===== config.mk =====
export PLATFORM = sky130hd
export DESIGN_NAME = mpd_top
export DESIGN_NICKNAME = d
export VERILOG_FILES = /design/src/hw/mpd_pkg.sv /design/src/hw/mpd_postscaler.sv /design/src/hw/mpd_deadtime_ch.sv /design/src/hw/mpd_top.sv
export SDC_FILE = /design/constraint.sdc
export NUM_CORES = 1
export LEC_CHECK = 0
export ABC_AREA = 0
export BUFFER_PORTS_ARGS = -buffer_cell sky130_fd_sc_hd__buf_2
export CAP_MARGIN = 20
export CORE_MARGIN = 2
export CORE_UTILIZATION = 50
export CTS_BUF_LIST = sky130_fd_sc_hd__clkbuf_16
export CTS_CLUSTER_DIAMETER = 50
export DETAILED_ROUTE_END_ITERATION = 12
export PLACE_DENSITY = 0.72
export SLEW_MARGIN = 20
export SYNTH_ARGS = -nofsm -noshare
export SYNTH_HDL_FRONTEND = slang
export SYNTH_SLANG_ARGS = --single-unit

===== constraint.sdc =====
create_clock -name clk_i -period 3.4 [get_ports clk_i]
set_clock_uncertainty 0.1 [all_clocks]
set_input_delay 0.85 -clock clk_i [delete_from_list [all_inputs] [get_ports clk_i]]
set_output_delay 0.85 -clock clk_i [all_outputs]
set_load 0.01 [all_outputs]

===== src/hw/mpd_pkg.sv =====
// Package: register map, field layout, reset values and states of the PWM control block
package mpd_pkg;

	// Register byte offsets (one aligned 32-bit word each)
	localparam logic [7:0] ADR_UPD_CTRL  = 8'h00;
	localparam logic [7:0] ADR_DT_CFG    = 8'h04;
	localparam logic [7:0] ADR_DT_EDGE   = 8'h08;
	localparam logic [7:0] ADR_FLT_A     = 8'h0c;
	localparam logic [7:0] ADR_FLT_B     = 8'h10;
	localparam logic [7:0] ADR_OVR       = 8'h14;
	localparam logic [7:0] ADR_FLT_STAT  = 8'h18;
	localparam logic [7:0] ADR_DUTY1     = 8'h1c;
	localparam logic [7:0] ADR_DUTY2     = 8'h20;
	localparam logic [7:0] ADR_DUTY3     = 8'h24;
	localparam logic [7:0] ADR_DUTY4     = 8'h28;

	// Implemented-bit masks; all other bits read zero
	localparam logic [15:0] MASK_UPD_CTRL = 16'h0f07;
	localparam logic [15:0] MASK_DT_CFG   = 16'hffff;
	localparam logic [15:0] MASK_DT_EDGE  = 16'h00ff;
	localparam logic [15:0] MASK_FLT      = 16'hff8f;
	localparam logic [15:0] MASK_OVR      = 16'hffff;
	localparam logic [15:0] MASK_DUTY     = 16'hffff;

	// Reset values
	localparam logic [15:0] RST_ZERO      = 16'h0000;
	localparam logic [15:0] RST_OVR       = 16'hff00;

	// Update control fields
	localparam int UPD_POST_LSB   = 8;
	localparam int UPD_IMM_BIT    = 2;
	localparam int UPD_OVERRIDE_SYNC_SEL_BIT  = 1;
	localparam int UPD_INHIBIT_BIT = 0;

	// Dead-time configuration fields
	localparam int DT_B_PS_LSB    = 14;
	localparam int DT_B_CNT_LSB   = 8;
	localparam int DT_A_PS_LSB    = 6;
	localparam int DT_A_CNT_LSB   = 0;

	// Fault and override fields
	localparam int FLT_VAL_LSB    = 8;
	localparam int FLT_MODE_BIT   = 7;
	localparam int OVR_GEN_LSB    = 8;

	// Fault status fields
	localparam int STAT_A_BIT     = 0;
	localparam int STAT_B_BIT     = 1;
	localparam int STAT_PIN_A_BIT = 2;
	localparam int STAT_PIN_B_BIT = 3;

	// Dead-time channel states
	typedef enum logic [0:0] {
		dt_idle = 1'b0,
		dt_wait = 1'b1
	} mpd_dt_state_t;

endpackage


===== src/hw/mpd_postscaler.sv =====
// Special event trigger postscaler: one trigger per selected number of events
module mpd_postscaler #(
	parameter int SEL_W = 4
) (
	input  wire logic             clk_i,
	input  wire logic             rst_i,
	input  wire logic             ce_i,
	input  wire logic             event_i,
	input  wire logic [SEL_W-1:0] sel_i,
	output logic                  trig_o
);

	logic [SEL_W-1:0] cnt_reg;
	logic             trig_reg;
	wire              wrap = (cnt_reg >= sel_i);

	// Count events, fire on the last one of each group
	always_ff @(posedge clk_i) begin
		if (rst_i) begin
			cnt_reg  <= '0;
			trig_reg <= 1'b0;
		end else if (ce_i) begin
			trig_reg <= event_i & wrap;
			if (event_i) begin
				cnt_reg <= wrap ? '0 : cnt_reg + 1'b1;
			end
		end
	end

	assign trig_o = trig_reg;

endmodule


===== src/hw/mpd_deadtime_ch.sv =====
// One complementary channel: blanks both outputs for the dead time at each edge
module mpd_deadtime_ch #(
	parameter int LEN_W = 9
) (
	input  wire logic             clk_i,
	input  wire logic             rst_i,
	input  wire logic             ce_i,
	input  wire logic             gen_i,
	input  wire logic [LEN_W-1:0] len_on_i,
	input  wire logic [LEN_W-1:0] len_off_i,
	output logic                  high_o,
	output logic                  low_o
);

	mpd_pkg::mpd_dt_state_t state_reg;
	logic [LEN_W-1:0]       cnt_reg;
	logic                   gen_q_reg;

	wire              edge_seen = (gen_i != gen_q_reg);
	wire [LEN_W-1:0]  len_sel   = gen_i ? len_on_i : len_off_i;

	// Restart the blanking on every generator edge, even mid-wait
	always_ff @(posedge clk_i) begin
		if (rst_i) begin
			state_reg <= mpd_pkg::dt_idle;
			cnt_reg   <= '0;
			gen_q_reg <= 1'b0;
		end else if (ce_i) begin
			gen_q_reg <= gen_i;
			case (state_reg)
				mpd_pkg::dt_idle: begin
					if (edge_seen && len_sel != '0) begin
						state_reg <= mpd_pkg::dt_wait;
						cnt_reg   <= len_sel;
					end
				end
				mpd_pkg::dt_wait: begin
					if (edge_seen) begin
						state_reg <= (len_sel != '0) ? mpd_pkg::dt_wait : mpd_pkg::dt_idle;
						cnt_reg   <= len_sel;
					end else if (cnt_reg == 1) begin
						state_reg <= mpd_pkg::dt_idle;
						cnt_reg   <= '0;
					end else begin
						cnt_reg <= cnt_reg - 1'b1;
					end
				end
				default: begin
					state_reg <= mpd_pkg::dt_idle;
				end
			endcase
		end
	end

	// Both sides stay off while blanking
	assign high_o = (state_reg == mpd_pkg::dt_idle) & gen_q_reg;
	assign low_o  = (state_reg == mpd_pkg::dt_idle) & ~gen_q_reg;

endmodule


===== src/hw/mpd_top.sv =====
// PWM control: update policy, dead time, fault and manual override, Wishbone slave
// Summary of operation
// RQ1 - Trigger postscale divides compare events by 1..16
// RQ2 - Immediate bit makes duty writes active at once
// RQ3 - Override sync bit aligns overrides to time base
// RQ4 - Inhibit bit blocks buffer to active transfers
// RQ5 - Unit B dead-time clock period 1,2,4,8 cycles
// RQ6 - Unit B six-bit dead-time count
// RQ7 - Unit A dead-time clock period 1,2,4,8 cycles
// RQ8 - Unit A six-bit dead-time count
// RQ9 - Per-channel edge bits pick unit B or A
// RQ10 - Fault A drives outputs to its override values
// RQ11 - Fault A mode: cycle-by-cycle or latched
// RQ12 - Per-pair enables place pairs under fault A
// RQ13 - Fault B drives outputs to its override values
// RQ14 - Fault B mode: cycle-by-cycle or latched
// RQ15 - Per-pair enables place pairs under fault B
// RQ16 - Fault A wins over fault B
// RQ17 - Override bit selects generator or manual level
// RQ18 - Manual level drives pin active or inactive
// RQ19 - Pair mode bit: independent or complementary
// RQ20 - Complementary pairs blank for selected dead time
// RQ21 - Unimplemented bits ignore writes, read zero
module mpd_top #(
	parameter int NCH    = 4,
	parameter int DUTY_W = 16
) (
	input  wire logic                  clk_i,
	input  wire logic                  rst_i,
	input  wire logic                  ce_i,
	input  wire logic                  wb_cyc_i,
	input  wire logic                  wb_stb_i,
	input  wire logic                  wb_we_i,
	input  wire logic [7:0]            wb_adr_i,
	input  wire logic [31:0]           wb_dat_i,
	input  wire logic [3:0]            wb_sel_i,
	output logic      [31:0]           wb_dat_o,
	output logic                       wb_ack_o,
	input  wire logic                  tb_sync_i,
	input  wire logic                  sevt_match_i,
	input  wire logic [NCH-1:0]        gen_high_i,
	input  wire logic [NCH-1:0]        gen_low_i,
	input  wire logic [NCH-1:0]        pair_independent_sel_i,
	input  wire logic                  fault_input_first_i,
	input  wire logic                  fault_input_second_i,
	output logic      [NCH-1:0]        pair_high_o,
	output logic      [NCH-1:0]        pair_low_o,
	output logic      [NCH*DUTY_W-1:0] duty_value_o,
	output logic                       period_load_o,
	output logic                       special_trigger_o
);

	// Control registers
	logic [15:0] upd_ctrl_reg;
	logic [15:0] dt_cfg_reg;
	logic [15:0] dt_edge_reg;
	logic [15:0] flt_a_reg;
	logic [15:0] flt_b_reg;
	logic [15:0] manual_override_reg;
	logic [15:0] ovr_eff_reg;
	logic [DUTY_W-1:0] duty_buf_reg [NCH];
	logic [DUTY_W-1:0] duty_act_reg [NCH];
	logic        flt_a_act_reg;
	logic        flt_b_act_reg;
	logic        ack_reg;
	logic [31:0] rdata_reg;
	logic [NCH-1:0] high_out_reg;
	logic [NCH-1:0] low_out_reg;
	logic        period_load_reg;

	// Bus request decode
	wire         req      = wb_cyc_i & wb_stb_i;
	wire         wr_fire  = req & wb_we_i & ack_reg;
	wire [7:0]   adr_w    = {wb_adr_i[7:2], 2'b00};
	wire [15:0]  lane_m   = {{8{wb_sel_i[1]}}, {8{wb_sel_i[0]}}};
	wire [15:0]  wr_bits  = wb_dat_i[15:0];

	wire hit_upd   = (adr_w == mpd_pkg::ADR_UPD_CTRL);
	wire hit_dtc   = (adr_w == mpd_pkg::ADR_DT_CFG);
	wire hit_dte   = (adr_w == mpd_pkg::ADR_DT_EDGE);
	wire hit_fa    = (adr_w == mpd_pkg::ADR_FLT_A);
	wire hit_fb    = (adr_w == mpd_pkg::ADR_FLT_B);
	wire hit_ovr   = (adr_w == mpd_pkg::ADR_OVR);
	wire hit_stat  = (adr_w == mpd_pkg::ADR_FLT_STAT);
	wire [NCH-1:0] hit_duty;

	// Duty registers sit on consecutive words
	genvar g;
	generate
		for (g = 0; g < NCH; g++) begin : g_duty_dec
			assign hit_duty[g] = (adr_w == 8'(mpd_pkg::ADR_DUTY1 + 8'(4 * g)));
		end
	endgenerate

	// Control field taps
	wire [3:0] trigger_postscale_sel = upd_ctrl_reg[mpd_pkg::UPD_POST_LSB +: 4];
	wire       immediate_duty_update = upd_ctrl_reg[mpd_pkg::UPD_IMM_BIT];
	wire       override_sync_sel     = upd_ctrl_reg[mpd_pkg::UPD_OVERRIDE_SYNC_SEL_BIT];
	wire       buffer_update_inhibit = upd_ctrl_reg[mpd_pkg::UPD_INHIBIT_BIT];
	wire [1:0] deadtime_b_prescale   = dt_cfg_reg[mpd_pkg::DT_B_PS_LSB +: 2];
	wire [5:0] deadtime_b_count      = dt_cfg_reg[mpd_pkg::DT_B_CNT_LSB +: 6];
	wire [1:0] deadtime_a_prescale   = dt_cfg_reg[mpd_pkg::DT_A_PS_LSB +: 2];
	wire [5:0] deadtime_a_count      = dt_cfg_reg[mpd_pkg::DT_A_CNT_LSB +: 6];
	wire       fault_a_cycle_mode    = flt_a_reg[mpd_pkg::FLT_MODE_BIT];
	wire       fault_b_cycle_mode    = flt_b_reg[mpd_pkg::FLT_MODE_BIT];
	wire [NCH-1:0] fault_a_pair_en   = flt_a_reg[NCH-1:0];
	wire [NCH-1:0] fault_b_pair_en   = flt_b_reg[NCH-1:0];

	// Write merge honours byte lanes and drops unimplemented bits
	function automatic logic [15:0] merge(input logic [15:0] old, input logic [15:0] msk,
		input logic [15:0] lanes, input logic [15:0] d);
		merge = ((old & ~lanes) | (d & lanes)) & msk;
	endfunction

	// Update control register
	// RQ21 masked write storage
	always_ff @(posedge clk_i) begin
		if (rst_i) begin
			upd_ctrl_reg <= mpd_pkg::RST_ZERO;
		end else if (ce_i && wr_fire && hit_upd) begin
			upd_ctrl_reg <= merge(upd_ctrl_reg, mpd_pkg::MASK_UPD_CTRL, lane_m, wr_bits);
		end
	end

	// Dead-time configuration and edge selection
	always_ff @(posedge clk_i) begin
		if (rst_i) begin
			dt_cfg_reg  <= mpd_pkg::RST_ZERO;
			dt_edge_reg <= mpd_pkg::RST_ZERO;
		end else if (ce_i && wr_fire) begin
			if (hit_dtc) dt_cfg_reg <= merge(dt_cfg_reg, mpd_pkg::MASK_DT_CFG, lane_m, wr_bits);
			if (hit_dte) dt_edge_reg <= merge(dt_edge_reg, mpd_pkg::MASK_DT_EDGE, lane_m, wr_bits);
		end
	end

	// Fault control registers
	always_ff @(posedge clk_i) begin
		if (rst_i) begin
			flt_a_reg <= mpd_pkg::RST_ZERO;
			flt_b_reg <= mpd_pkg::RST_ZERO;
		end else if (ce_i && wr_fire) begin
			if (hit_fa) flt_a_reg <= merge(flt_a_reg, mpd_pkg::MASK_FLT, lane_m, wr_bits);
			if (hit_fb) flt_b_reg <= merge(flt_b_reg, mpd_pkg::MASK_FLT, lane_m, wr_bits);
		end
	end

	// Manual override: software copy and the copy the pins follow
	// RQ3 override apply timing
	wire ovr_apply = override_sync_sel ? tb_sync_i : 1'b1;

	always_ff @(posedge clk_i) begin
		if (rst_i) begin
			manual_override_reg <= mpd_pkg::RST_OVR;
			ovr_eff_reg         <= mpd_pkg::RST_OVR;
		end else if (ce_i) begin
			if (wr_fire && hit_ovr) begin
				manual_override_reg <= merge(manual_override_reg, mpd_pkg::MASK_OVR,
					lane_m, wr_bits);
			end
			if (ovr_apply) begin
				ovr_eff_reg <= manual_override_reg;
			end
		end
	end

	// Duty buffers and active copies, one pair per channel
	// RQ4 inhibit gates every transfer
	wire xfer_ok = ~buffer_update_inhibit;

	generate
		for (g = 0; g < NCH; g++) begin : g_duty
			wire [DUTY_W-1:0] buf_new = merge(duty_buf_reg[g], mpd_pkg::MASK_DUTY,
				lane_m, wr_bits);
			wire              wr_here = wr_fire & hit_duty[g];

			// RQ2 immediate or period-aligned update
			always_ff @(posedge clk_i) begin
				if (rst_i) begin
					duty_buf_reg[g] <= '0;
					duty_act_reg[g] <= '0;
				end else if (ce_i) begin
					if (wr_here) begin
						duty_buf_reg[g] <= buf_new;
					end
					if (wr_here && immediate_duty_update && xfer_ok) begin
						duty_act_reg[g] <= buf_new;
					end else if (tb_sync_i && xfer_ok) begin
						duty_act_reg[g] <= duty_buf_reg[g];
					end
				end
			end

			assign duty_value_o[g*DUTY_W +: DUTY_W] = duty_act_reg[g];
		end
	endgenerate

	// Period buffer load strobe for the time base
	// RQ4 period transfer inhibit
	always_ff @(posedge clk_i) begin
		if (rst_i) begin
			period_load_reg <= 1'b0;
		end else if (ce_i) begin
			period_load_reg <= tb_sync_i & xfer_ok;
		end
	end

	// Fault status clear by writing ones to the status word
	wire clr_a = wr_fire & hit_stat & wb_sel_i[0] & wb_dat_i[mpd_pkg::STAT_A_BIT];
	wire clr_b = wr_fire & hit_stat & wb_sel_i[0] & wb_dat_i[mpd_pkg::STAT_B_BIT];

	// Cycle-by-cycle faults end at a period start, latched ones by software;
	// a fault pin still asserted always wins over the clear
	// RQ11 fault A mode
	wire flt_a_end = fault_a_cycle_mode ? tb_sync_i : clr_a;
	// RQ14 fault B mode
	wire flt_b_end = fault_b_cycle_mode ? tb_sync_i : clr_b;

	always_ff @(posedge clk_i) begin
		if (rst_i) begin
			flt_a_act_reg <= 1'b0;
			flt_b_act_reg <= 1'b0;
		end else if (ce_i) begin
			if (fault_input_first_i) begin
				flt_a_act_reg <= 1'b1;
			end else if (flt_a_end) begin
				flt_a_act_reg <= 1'b0;
			end
			if (fault_input_second_i) begin
				flt_b_act_reg <= 1'b1;
			end else if (flt_b_end) begin
				flt_b_act_reg <= 1'b0;
			end
		end
	end

	// Dead-time lengths in clock cycles: count scaled by the unit's period
	// RQ5 unit B prescale
	// RQ6 unit B count
	wire [8:0] dtb_len = 9'({3'h0, deadtime_b_count} << deadtime_b_prescale);
	// RQ7 unit A prescale
	// RQ8 unit A count
	wire [8:0] dta_len = 9'({3'h0, deadtime_a_count} << deadtime_a_prescale);

	// Per-channel output path
	logic [NCH-1:0] high_next;
	logic [NCH-1:0] low_next;

	generate
		for (g = 0; g < NCH; g++) begin : g_ch
			wire       cmp_high;
			wire       cmp_low;
			// RQ9 edge unit select
			wire [8:0] len_on  = dt_edge_reg[2*g+1] ? dtb_len : dta_len;
			wire [8:0] len_off = dt_edge_reg[2*g] ? dtb_len : dta_len;

			// RQ20 complementary blanking
			mpd_deadtime_ch #(
				.LEN_W (9)
			) u_dt (
				.clk_i     (clk_i),
				.rst_i     (rst_i),
				.ce_i      (ce_i),
				.gen_i     (gen_high_i[g]),
				.len_on_i  (len_on),
				.len_off_i (len_off),
				.high_o    (cmp_high),
				.low_o     (cmp_low)
			);

			// RQ19 independent or complementary
			wire gen_h = pair_independent_sel_i[g] ? gen_high_i[g] : cmp_high;
			wire gen_l = pair_independent_sel_i[g] ? gen_low_i[g] : cmp_low;

			// RQ17 generator or manual source
			// RQ18 manual level
			wire man_h = ovr_eff_reg[mpd_pkg::OVR_GEN_LSB + 2*g + 1] ? gen_h
				: ovr_eff_reg[2*g+1];
			wire man_l = ovr_eff_reg[mpd_pkg::OVR_GEN_LSB + 2*g] ? gen_l
				: ovr_eff_reg[2*g];

			// RQ12 fault A pair enable
			wire fa_on = flt_a_act_reg & fault_a_pair_en[g];
			// RQ15 fault B pair enable
			wire fb_on = flt_b_act_reg & fault_b_pair_en[g];

			// RQ10 fault A values
			// RQ13 fault B values
			// RQ16 fault A priority
			assign high_next[g] = fa_on ? flt_a_reg[mpd_pkg::FLT_VAL_LSB + 2*g + 1]
				: fb_on ? flt_b_reg[mpd_pkg::FLT_VAL_LSB + 2*g + 1] : man_h;
			assign low_next[g]  = fa_on ? flt_a_reg[mpd_pkg::FLT_VAL_LSB + 2*g]
				: fb_on ? flt_b_reg[mpd_pkg::FLT_VAL_LSB + 2*g] : man_l;
		end
	endgenerate

	// Pin levels leave from flops to keep glitches off the gate drivers
	always_ff @(posedge clk_i) begin
		if (rst_i) begin
			high_out_reg <= '0;
			low_out_reg  <= '0;
		end else if (ce_i) begin
			high_out_reg <= high_next;
			low_out_reg  <= low_next;
		end
	end

	// RQ1 trigger postscale
	mpd_postscaler #(
		.SEL_W (4)
	) u_post (
		.clk_i   (clk_i),
		.rst_i   (rst_i),
		.ce_i    (ce_i),
		.event_i (sevt_match_i),
		.sel_i   (trigger_postscale_sel),
		.trig_o  (special_trigger_o)
	);

	// Read selection; unmapped words read zero
	wire [NCH-1:0] stat_bits = {fault_input_second_i, fault_input_first_i,
		flt_b_act_reg, flt_a_act_reg};
	logic [15:0] duty_rd;

	always_comb begin
		duty_rd = '0;
		for (int k = 0; k < NCH; k++) begin
			if (hit_duty[k]) duty_rd = duty_buf_reg[k];
		end
	end

	// RQ21 unimplemented bits read zero
	wire [15:0] rd_word =
		hit_upd  ? upd_ctrl_reg :
		hit_dtc  ? dt_cfg_reg :
		hit_dte  ? dt_edge_reg :
		hit_fa   ? flt_a_reg :
		hit_fb   ? flt_b_reg :
		hit_ovr  ? manual_override_reg :
		hit_stat ? {12'h000, stat_bits} :
		duty_rd;

	// Single-wait-state answer; ack drops the cycle after it rose,
	// so back-to-back requests see one idle edge between answers
	always_ff @(posedge clk_i) begin
		if (rst_i) begin
			ack_reg   <= 1'b0;
			rdata_reg <= 32'h0000_0000;
		end else if (ce_i) begin
			ack_reg   <= req & ~ack_reg;
			rdata_reg <= (req & ~ack_reg) ? {16'h0000, rd_word} : 32'h0000_0000;
		end
	end

	assign wb_ack_o      = ack_reg;
	assign wb_dat_o      = rdata_reg;
	assign pair_high_o   = high_out_reg;
	assign pair_low_o    = low_out_reg;
	assign period_load_o = period_load_reg;

endmodule


Yosys cells after proc, flatten, opt, wreduce, memory -nomap -nowiden --
Memory sizes are Yosys's and may differ from the RTL's. Cells that the tools add are included.
Storage, ports and cells: memories kept 2, logic and storage cells 333, bits in registers 182, RAM bits 128
Memories:
- duty_act_reg | words 4, bits a word 16, rd ports 4, clocked after memory_dff 0, wr ports 4, RTL line mpd_top.sv:62 | logic [DUTY_W-1:0] duty_act_reg [NCH];
- duty_buf_reg | words 4, bits a word 16, rd ports 4, clocked after memory_dff 0, wr ports 4, RTL line mpd_top.sv:61 | logic [DUTY_W-1:0] duty_buf_reg [NCH];
Operators by class: bitwise logic cells 74, equal/unequal tests 22, shift-type cells 2, add/sub/neg operators 5, multiplexer cells 163, magnitude comparators 1, reductions and logical operators 36
Operators with widths (number):
- $mux W16 | 24
- $mux W9 | 24
- $and A16 B16 Y16 | 9
- $or A16 B16 Y16 | 8
- $mux W1 | 106
- $pmux W9 S2 | 4
- $eq A9 B1 Y1 const B | 4
- $reduce_bool A9 Y1 | 4
- $sub A9 B1 Y9 const B | 4
- $and A1 B1 Y1 | 30
- $reduce_and A2 Y1 | 13
- $eq A6 B3 Y1 const B | 4
- $eq A6 B4 Y1 const B | 3
- $shl A6 B2 Y9 | 2
- $logic_and A1 B1 Y1 | 16
- $not A16 Y16 | 1
- $and A12 B12 Y12 | 1
- $eq A6 B2 Y1 const B | 2
- $or A1 B1 Y1 | 12
- $or A12 B12 Y12 | 1
- $not A1 Y1 | 10
- $and A8 B8 Y8 | 1
- $logic_not A8 Y1 | 1
- $ne A2 B1 Y1 const B | 4
- other kinds (8) | 15

Longest topological paths before layout --
Gate-level depths: netlist (run 1).
depth after elaboration 13, gate-level depth with buffers 9, mapped depth without buffers 8

Modules after synthesis --
From an unflattened synthesis (run 1), not the netlist that was laid out.
Second synthesis, totals: cells, all modules 1919, area total of the unflattened synthesis 16985.0 µm²
Modules (own cells, without submodules):
- mpd_top | instances 1, cells an instance 1395, area an instance 12909.9 µm², seq. area each 6185.9 µm²
- mpd_deadtime_ch | instances 4, cells an instance 121, area an instance 930.9 µm², seq. area each 220.2 µm²
- mpd_postscaler | instances 1, cells an instance 40, area an instance 351.6 µm², seq. area each 100.1 µm²

Least setup slack after synthesis (run 1) --
Ideal clock, no wire load.
path kind input to register, from input port wb_adr_i[6], to memory duty_act_reg[3][0] (enable), setup slack -0.244 ns, stages 8, arrival 3.133 ns, library setup time 0.411 ns, path buffers 3, path through clkbuf_1 > nor4b_2 > buf_4 > nand2_1 > clkbuf_1 > nor2_1 > nor2_1 > o21ai_0
RTL lines:
- start: declaration | RTL line mpd_top.sv:34 | input wire logic [7:0] wb_adr_i,
- end: declaration | RTL line mpd_top.sv:62

==> results.ini, run 1 <==
[run_status]
status = finished, final reports clean

[setup_path]
cpPeakStageDelay_ns = 0.80
endpoint = g_ch[2].u_dt.cnt_reg[8]$_SDFFE_PP0P_
end_kind = flip-flop
r2r_end = g_ch[2].u_dt.cnt_reg[8]$_SDFFE_PP0P_
slowest_stage = dfxtp_1
path_buf_inv = 0
path_delay_family = flip-flops
crit_chain = mux2_1 > and4bb_4 > o211ai_4 > o211ai_4 > and2_1 > o31ai_1
crit_type = reg2reg
crit_arrival_ns = 3.20
cp.required_ns = 3.68
cpMostUsedCell = o211ai_4
path_max_fanout = 19
r2r_cells = 6
cp.depth = 6
cp-start-kind = flip-flop
reg2reg_setup_slack_ns = 0.48

[floorplanning]
num_rows = 65
start_util_pct = 50.9
die_x_microns = 184
dieHeight_microns = 184
ios = 173
dieArea_sq_um = 33700
coreArea_sq_um = 31600

[synth]
ys_top_cells_by_count = nand2_1, a21oi_1, nor2_1
netlist_instances = 1791
syn_area_sq_um = 16100
syn_avg_cell_area_sq_um = 9.00
synth_enable_flop_cells = 128
synth-async-reset-ratio_pct = 0
yosysUniqueCellTypes = 91
yosysSeqAreaShare_pct = 44.5
synth_seq_cells = 294
yosysWarnings = 0
yosysMostFrequentCell = nand2_1
synth_top_area_share_pct = 23.9
synthTopCellsByArea = edfxtp_1, dfxtp_1, a21oi_1, mux2i_1, nand2_1
ys.flop_type = dfxtp_1
synth_top_area_cell = edfxtp_1

[global_routing]
grt_pass1_vias = 13600
track_usage_pct = 30.0
antenna_found_initial = 0
grt_overflow = 0
grt_max_degree = 60
grt_pass1_wl_microns = 78800

[timing]
drv_slew = 0
finalCritPeriodShare_pct = 85.9
max_freq_ghz = 0.342
rsz0062_at_grt = no
period_needed_ns = 2.92
tightest_slew_ns = 1.13
fin_ws_ns = 0.479
slew_headroom_pct = 24.5
finalSetupViolCount = 0
hold_violations = 0
tns_ns = 0

[clocking]
clk_latency_ns = 0.52
clkTransAtPathRegs_ns = 0.05
h-tree-depth = 2
cts_tree = done
clk_path_buf_depth = 3
postCtsSetupRepairBufs = 0
ctsHoldBuffers = 0
cts.sinks = 294
numCtsBuffers = 36
cts-resized-gates = 0
root_buffer = clkbuf_16

[routing]
antenna_left = 0
firstDrtPassIters = 5
drtIter0Drc = 1883
routed_wl_microns = 51300
drc = 0
vias = 14700
wl_per_cell_microns = 22.0
via_per_inst = 6.32

[min_path]
worst_hold_path_type = reg2reg

[finish]
diodes = 0
stdcell_count = 2331
drive_above_1_share_pct = 16.9
fin_nets = 1982
syn_to_final_growth_pct = 13.8

[placed_design]
gp_congestion = 0.978
port_buffers = 136
place_hpwl_microns = 36400
dp_slack_ns = 0.330
dp.cells = 2267

[power]
p_leak_nw = 6.72
ir_worst_vdd_mv = 0.292
p_per_area_nw_per_um2 = 455

[job]
drv_cap = 0

report_power, final:
part	internal, mW	total [mW]	switching, mW	leakage (nW)
sequential	3.78	3.85	0.0693	2.68
combinational	0.232	0.727	0.495	3.46
clock	2.22	3.77	1.54	0.578
total	6.24	8.35	2.11	6.72
cells by family after synthesis:
logic type | count (synthesis) | synth area share (%)
simple gates | 659 | 19.5
fa+ha+maj | 13 | 1.01
mux | 117 | 7.81
xor+xnor | 7 | 0.381
other cells | 1 | 0.0233
flops | 294 | 44.5
compound gates | 528 | 21.9
buf+inv | 172 | 4.95
final cells by class:
cell class              count  area, sq um
clock buffers              37          926
clock inverters            27          239
fillers                  2809        13300
inverters                  26         97.6
multi-input cells        1340         8210
flip-flops and latches    294         7170
well taps                 402          503
repair buffers            205         1200
how the worst min path moves through the flow:
stage,start,end,slack [ns],depth (start not counted)
2_1_floorplan,ovr_eff_reg[7]$_SDFFE_PP0P_,ovr_eff_reg[7]$_SDFFE_PP0P_,0.34,2
3_3_place_gp,ovr_eff_reg[0]$_SDFFE_PP0P_,ovr_eff_reg[0]$_SDFFE_PP0P_,0.35,2
3_5_place_dp,ovr_eff_reg[0]$_SDFFE_PP0P_,ovr_eff_reg[0]$_SDFFE_PP0P_,0.36,2
4_1_cts,wb_dat_o[5]$_SDFFE_PP0P_,wb_dat_o[5]$_SDFFE_PP0P_,0.36,2
5_1_grt,ovr_eff_reg[0]$_SDFFE_PP0P_,ovr_eff_reg[0]$_SDFFE_PP0P_,0.38,2
6_report,pair_high_o[2]$_SDFFE_PP0P_,pair_high_o[2]$_SDFFE_PP0P_,0.36,2
metrics by stage:
step	hold WS [ns]	area [sq um]	utilization, %	total power [mW]
6_report	0.364	18300	58.0	8.35
5_1_grt	0.379	18300	58.0	8.58
4_1_cts	0.365	18300	58.0	8.37
3_5_place_dp	0.356	17200	54.3	4.63
3_3_place_gp	0.348	17200	54.3	4.62
2_1_floorplan	0.336	16200	-	4.36
worst min-delay path, cell delays in order (launching register included):
cell	delay [ns]
dfxtp_1	0.31
nand2_1	0.06
a21oi_1	0.05
layout by cell type, fill, tap and decap left out, drive strengths merged, types with 21 or more instances in the layout:
cell type  synthesis  routed
nor3              34      34
dfxtp            166     166
a22o              54      54
a21oi            194     194
nand3             69      69
inv               25      33
o21ai             98      98
mux2              21      21
clkbuf            89      37
nor2             179     179
nand2            218     218
buf               57     205
edfxtp           128     128
mux2i             92      92
nand2b            76      76
routing by layer:
metal	share of wire, %	track usage (%)
met5	0	0
met4	2.9	9.63
met3	11	5.67
met2	43	45.1
met1	42	43.7
(Power assumes the default switching activity.)
==> run 2, diff against run 1 <==
--- a/config.mk
+++ b/config.mk
@@ -6,7 +6,7 @@
 export NUM_CORES = 1
 export LEC_CHECK = 0
 export ABC_AREA = 0
-export BUFFER_PORTS_ARGS = -buffer_cell sky130_fd_sc_hd__buf_2
+export BUFFER_PORTS_ARGS = -buffer_cell sky130_fd_sc_hd__buf_4
 export CAP_MARGIN = 20
 export CORE_MARGIN = 2
 export CORE_UTILIZATION = 50
==> results.ini, run 2 (synthesized netlist as in run 1, its figures left out) <==
[run_status]
status = finished, final reports clean  ; unchanged

[placed_design]
dp.cells = 2262  ; was 2267
gp_congestion = 0.951  ; was 0.978
place_hpwl_microns = 36500  ; was 36400 microns
port_buffers = 136  ; unchanged

[floorplanning]
start_util_pct = 50.9  ; unchanged
num_rows = 65  ; unchanged
dieArea_sq_um = 33700  ; unchanged
coreArea_sq_um = 31600  ; unchanged
ios = 173  ; unchanged
dieHeight_microns = 184  ; unchanged
die_x_microns = 184  ; unchanged

[clocking]
numCtsBuffers = 36  ; unchanged
cts-resized-gates = 0  ; unchanged
postCtsSetupRepairBufs = 0  ; unchanged
cts_tree = done  ; unchanged
root_buffer = clkbuf_16  ; unchanged
clkTransAtPathRegs_ns = 0.07  ; was 0.05 ns
ctsHoldBuffers = 0  ; unchanged
clk_path_buf_depth = 3  ; unchanged
h-tree-depth = 2  ; unchanged
cts.sinks = 294  ; unchanged
clk_latency_ns = 0.55  ; was 0.52 ns

[setup_path]
end_kind = flip-flop  ; unchanged
cp.required_ns = 3.68  ; about the same
crit_type = reg2reg  ; unchanged
cp-start-kind = flip-flop  ; unchanged
crit_arrival_ns = 3.19  ; was 3.20 ns
path_max_fanout = 19  ; unchanged

[routing]
vias = 14800  ; was 14700
drtIter0Drc = 1829  ; was 1883
antenna_left = 0  ; unchanged
wl_per_cell_microns = 21.9  ; was 22.0 microns
via_per_inst = 6.36  ; was 6.32
firstDrtPassIters = 6  ; was 5
drc = 0  ; unchanged
routed_wl_microns = 50900  ; was 51300 microns

[finish]
diodes = 0  ; unchanged
multi_input_area_sq_um = 8210  ; unchanged
drive_above_1_share_pct = 16.8  ; was 16.9%
fill_cells = 2714  ; was 2809
syn_to_final_growth_pct = 16.0  ; was 13.8%
fin_nets = 1977  ; was 1982
seq_area_sq_um = 7170  ; unchanged
final_common_cell = nand2_1  ; unchanged
final_cell_mix = nand2_1, buf_4, a21oi_1  ; was nand2_1, a21oi_1, nor2_1
final_core_util_pct = 59.1  ; was 58.0%
stdcell_count = 2326  ; was 2331

[timing]
whs_ns = 0.365  ; was 0.364 ns
finalSetupViolCount = 0  ; unchanged
slew_headroom_pct = 25.0  ; was 24.5%
period_needed_ns = 2.91  ; was 2.92 ns
finalCritPeriodShare_pct = 85.6  ; was 85.9%
max_freq_ghz = 0.344  ; was 0.342 GHz
hold_violations = 0  ; unchanged
tns_ns = 0  ; unchanged
drv_slew = 0  ; unchanged
rsz0062_at_grt = no  ; unchanged
tightest_slew_ns = 1.12  ; was 1.13 ns

[global_routing]
grt_overflow = 0  ; unchanged
grt_pass1_wl_microns = 78000  ; was 78800 microns
track_usage_pct = 29.8  ; was 30.0%
antenna_found_initial = 0  ; unchanged
grt_pass1_vias = 13600  ; about the same
grt_max_degree = 137  ; was 60

[min_path]
worst_hold_path_type = reg2reg  ; unchanged
hold_start = ovr_eff_reg[5]$_SDFFE_PP0P_  ; was pair_high_o[2]$_SDFFE_PP0P_

[power]
ir_worst_vdd_mv = 0.300  ; was 0.292 mV
p_per_area_nw_per_um2 = 454  ; was 455 nW/um^2
p_leak_nw = 6.79  ; was 6.72 nW
total_power_mw = 8.48  ; was 8.35 mW

[job]
drv_cap = 0  ; unchanged

==> run 2: cell types whose count changed in the layout (fill, tap and decap cells not counted), sizes merged <==
cell	before	now
clkbuf	37	39
inv	33	35
clkinvlp	6	3
bufinv	3	2
buf	205	200
==> run 2: metrics by stage <==
stage	setup slack (ns)	area [sq um]
2_1_floorplan	0.0484	16200
6_report	0.490	18700
4_1_cts	0.512	18700
3_3_place_gp	0.379	17500
5_1_grt	0.320	18700
3_5_place_dp	0.359	17500
==> run 2: power by group <==
| part | switching, mW | internal [mW] |
|---|---|---|
| registers | 0.0739 | 3.78 |
| clock network | 1.60 | 2.26 |
| logic | 0.491 | 0.273 |
| total | 2.16 | 6.32 |
==> run 2: layout make-up <==
class                           count  area share [%]
Clock buffer                       39            5.22
Clock inverter                     25            1.19
Inverter                           26           0.522
Multi-Input combinational cell   1340            43.9
Sequential cell                   294            38.4
Tap cell                          402            2.69
Timing Repair Buffer              200            8.10
==> run 2: path summary, 6_finish.rpt <==
kind | slack [ns] | end | cells after the start
min | 0.36 | ovr_eff_reg[5]$_SDFFE_PP0P_ | 2
max | 0.49 | g_ch[2].u_dt.cnt_reg[1]$_SDFFE_PP0P_ | 6
max reg2reg | 0.49 | g_ch[2].u_dt.cnt_reg[1]$_SDFFE_PP0P_ | 6
min reg2reg | 0.36 | ovr_eff_reg[5]$_SDFFE_PP0P_ | 2
==> run 2: worst max-delay path, cell delays in order (launching register included) <==
cell and delay, ns:
dfxtp_1 0.79, mux2_1 0.41, and4bb_4 0.33, o211ai_4 0.18, o211ai_4 0.39, and2_1 0.43, o31ai_1 0.13
==> run 2: layer usage <==
layer / share of wire, % / track usage, %
met3: 11 / 5.21
met4: 3.0 / 10.1
met5: 0 / 0
met1: 43 / 43.4
met2: 43 / 44.7
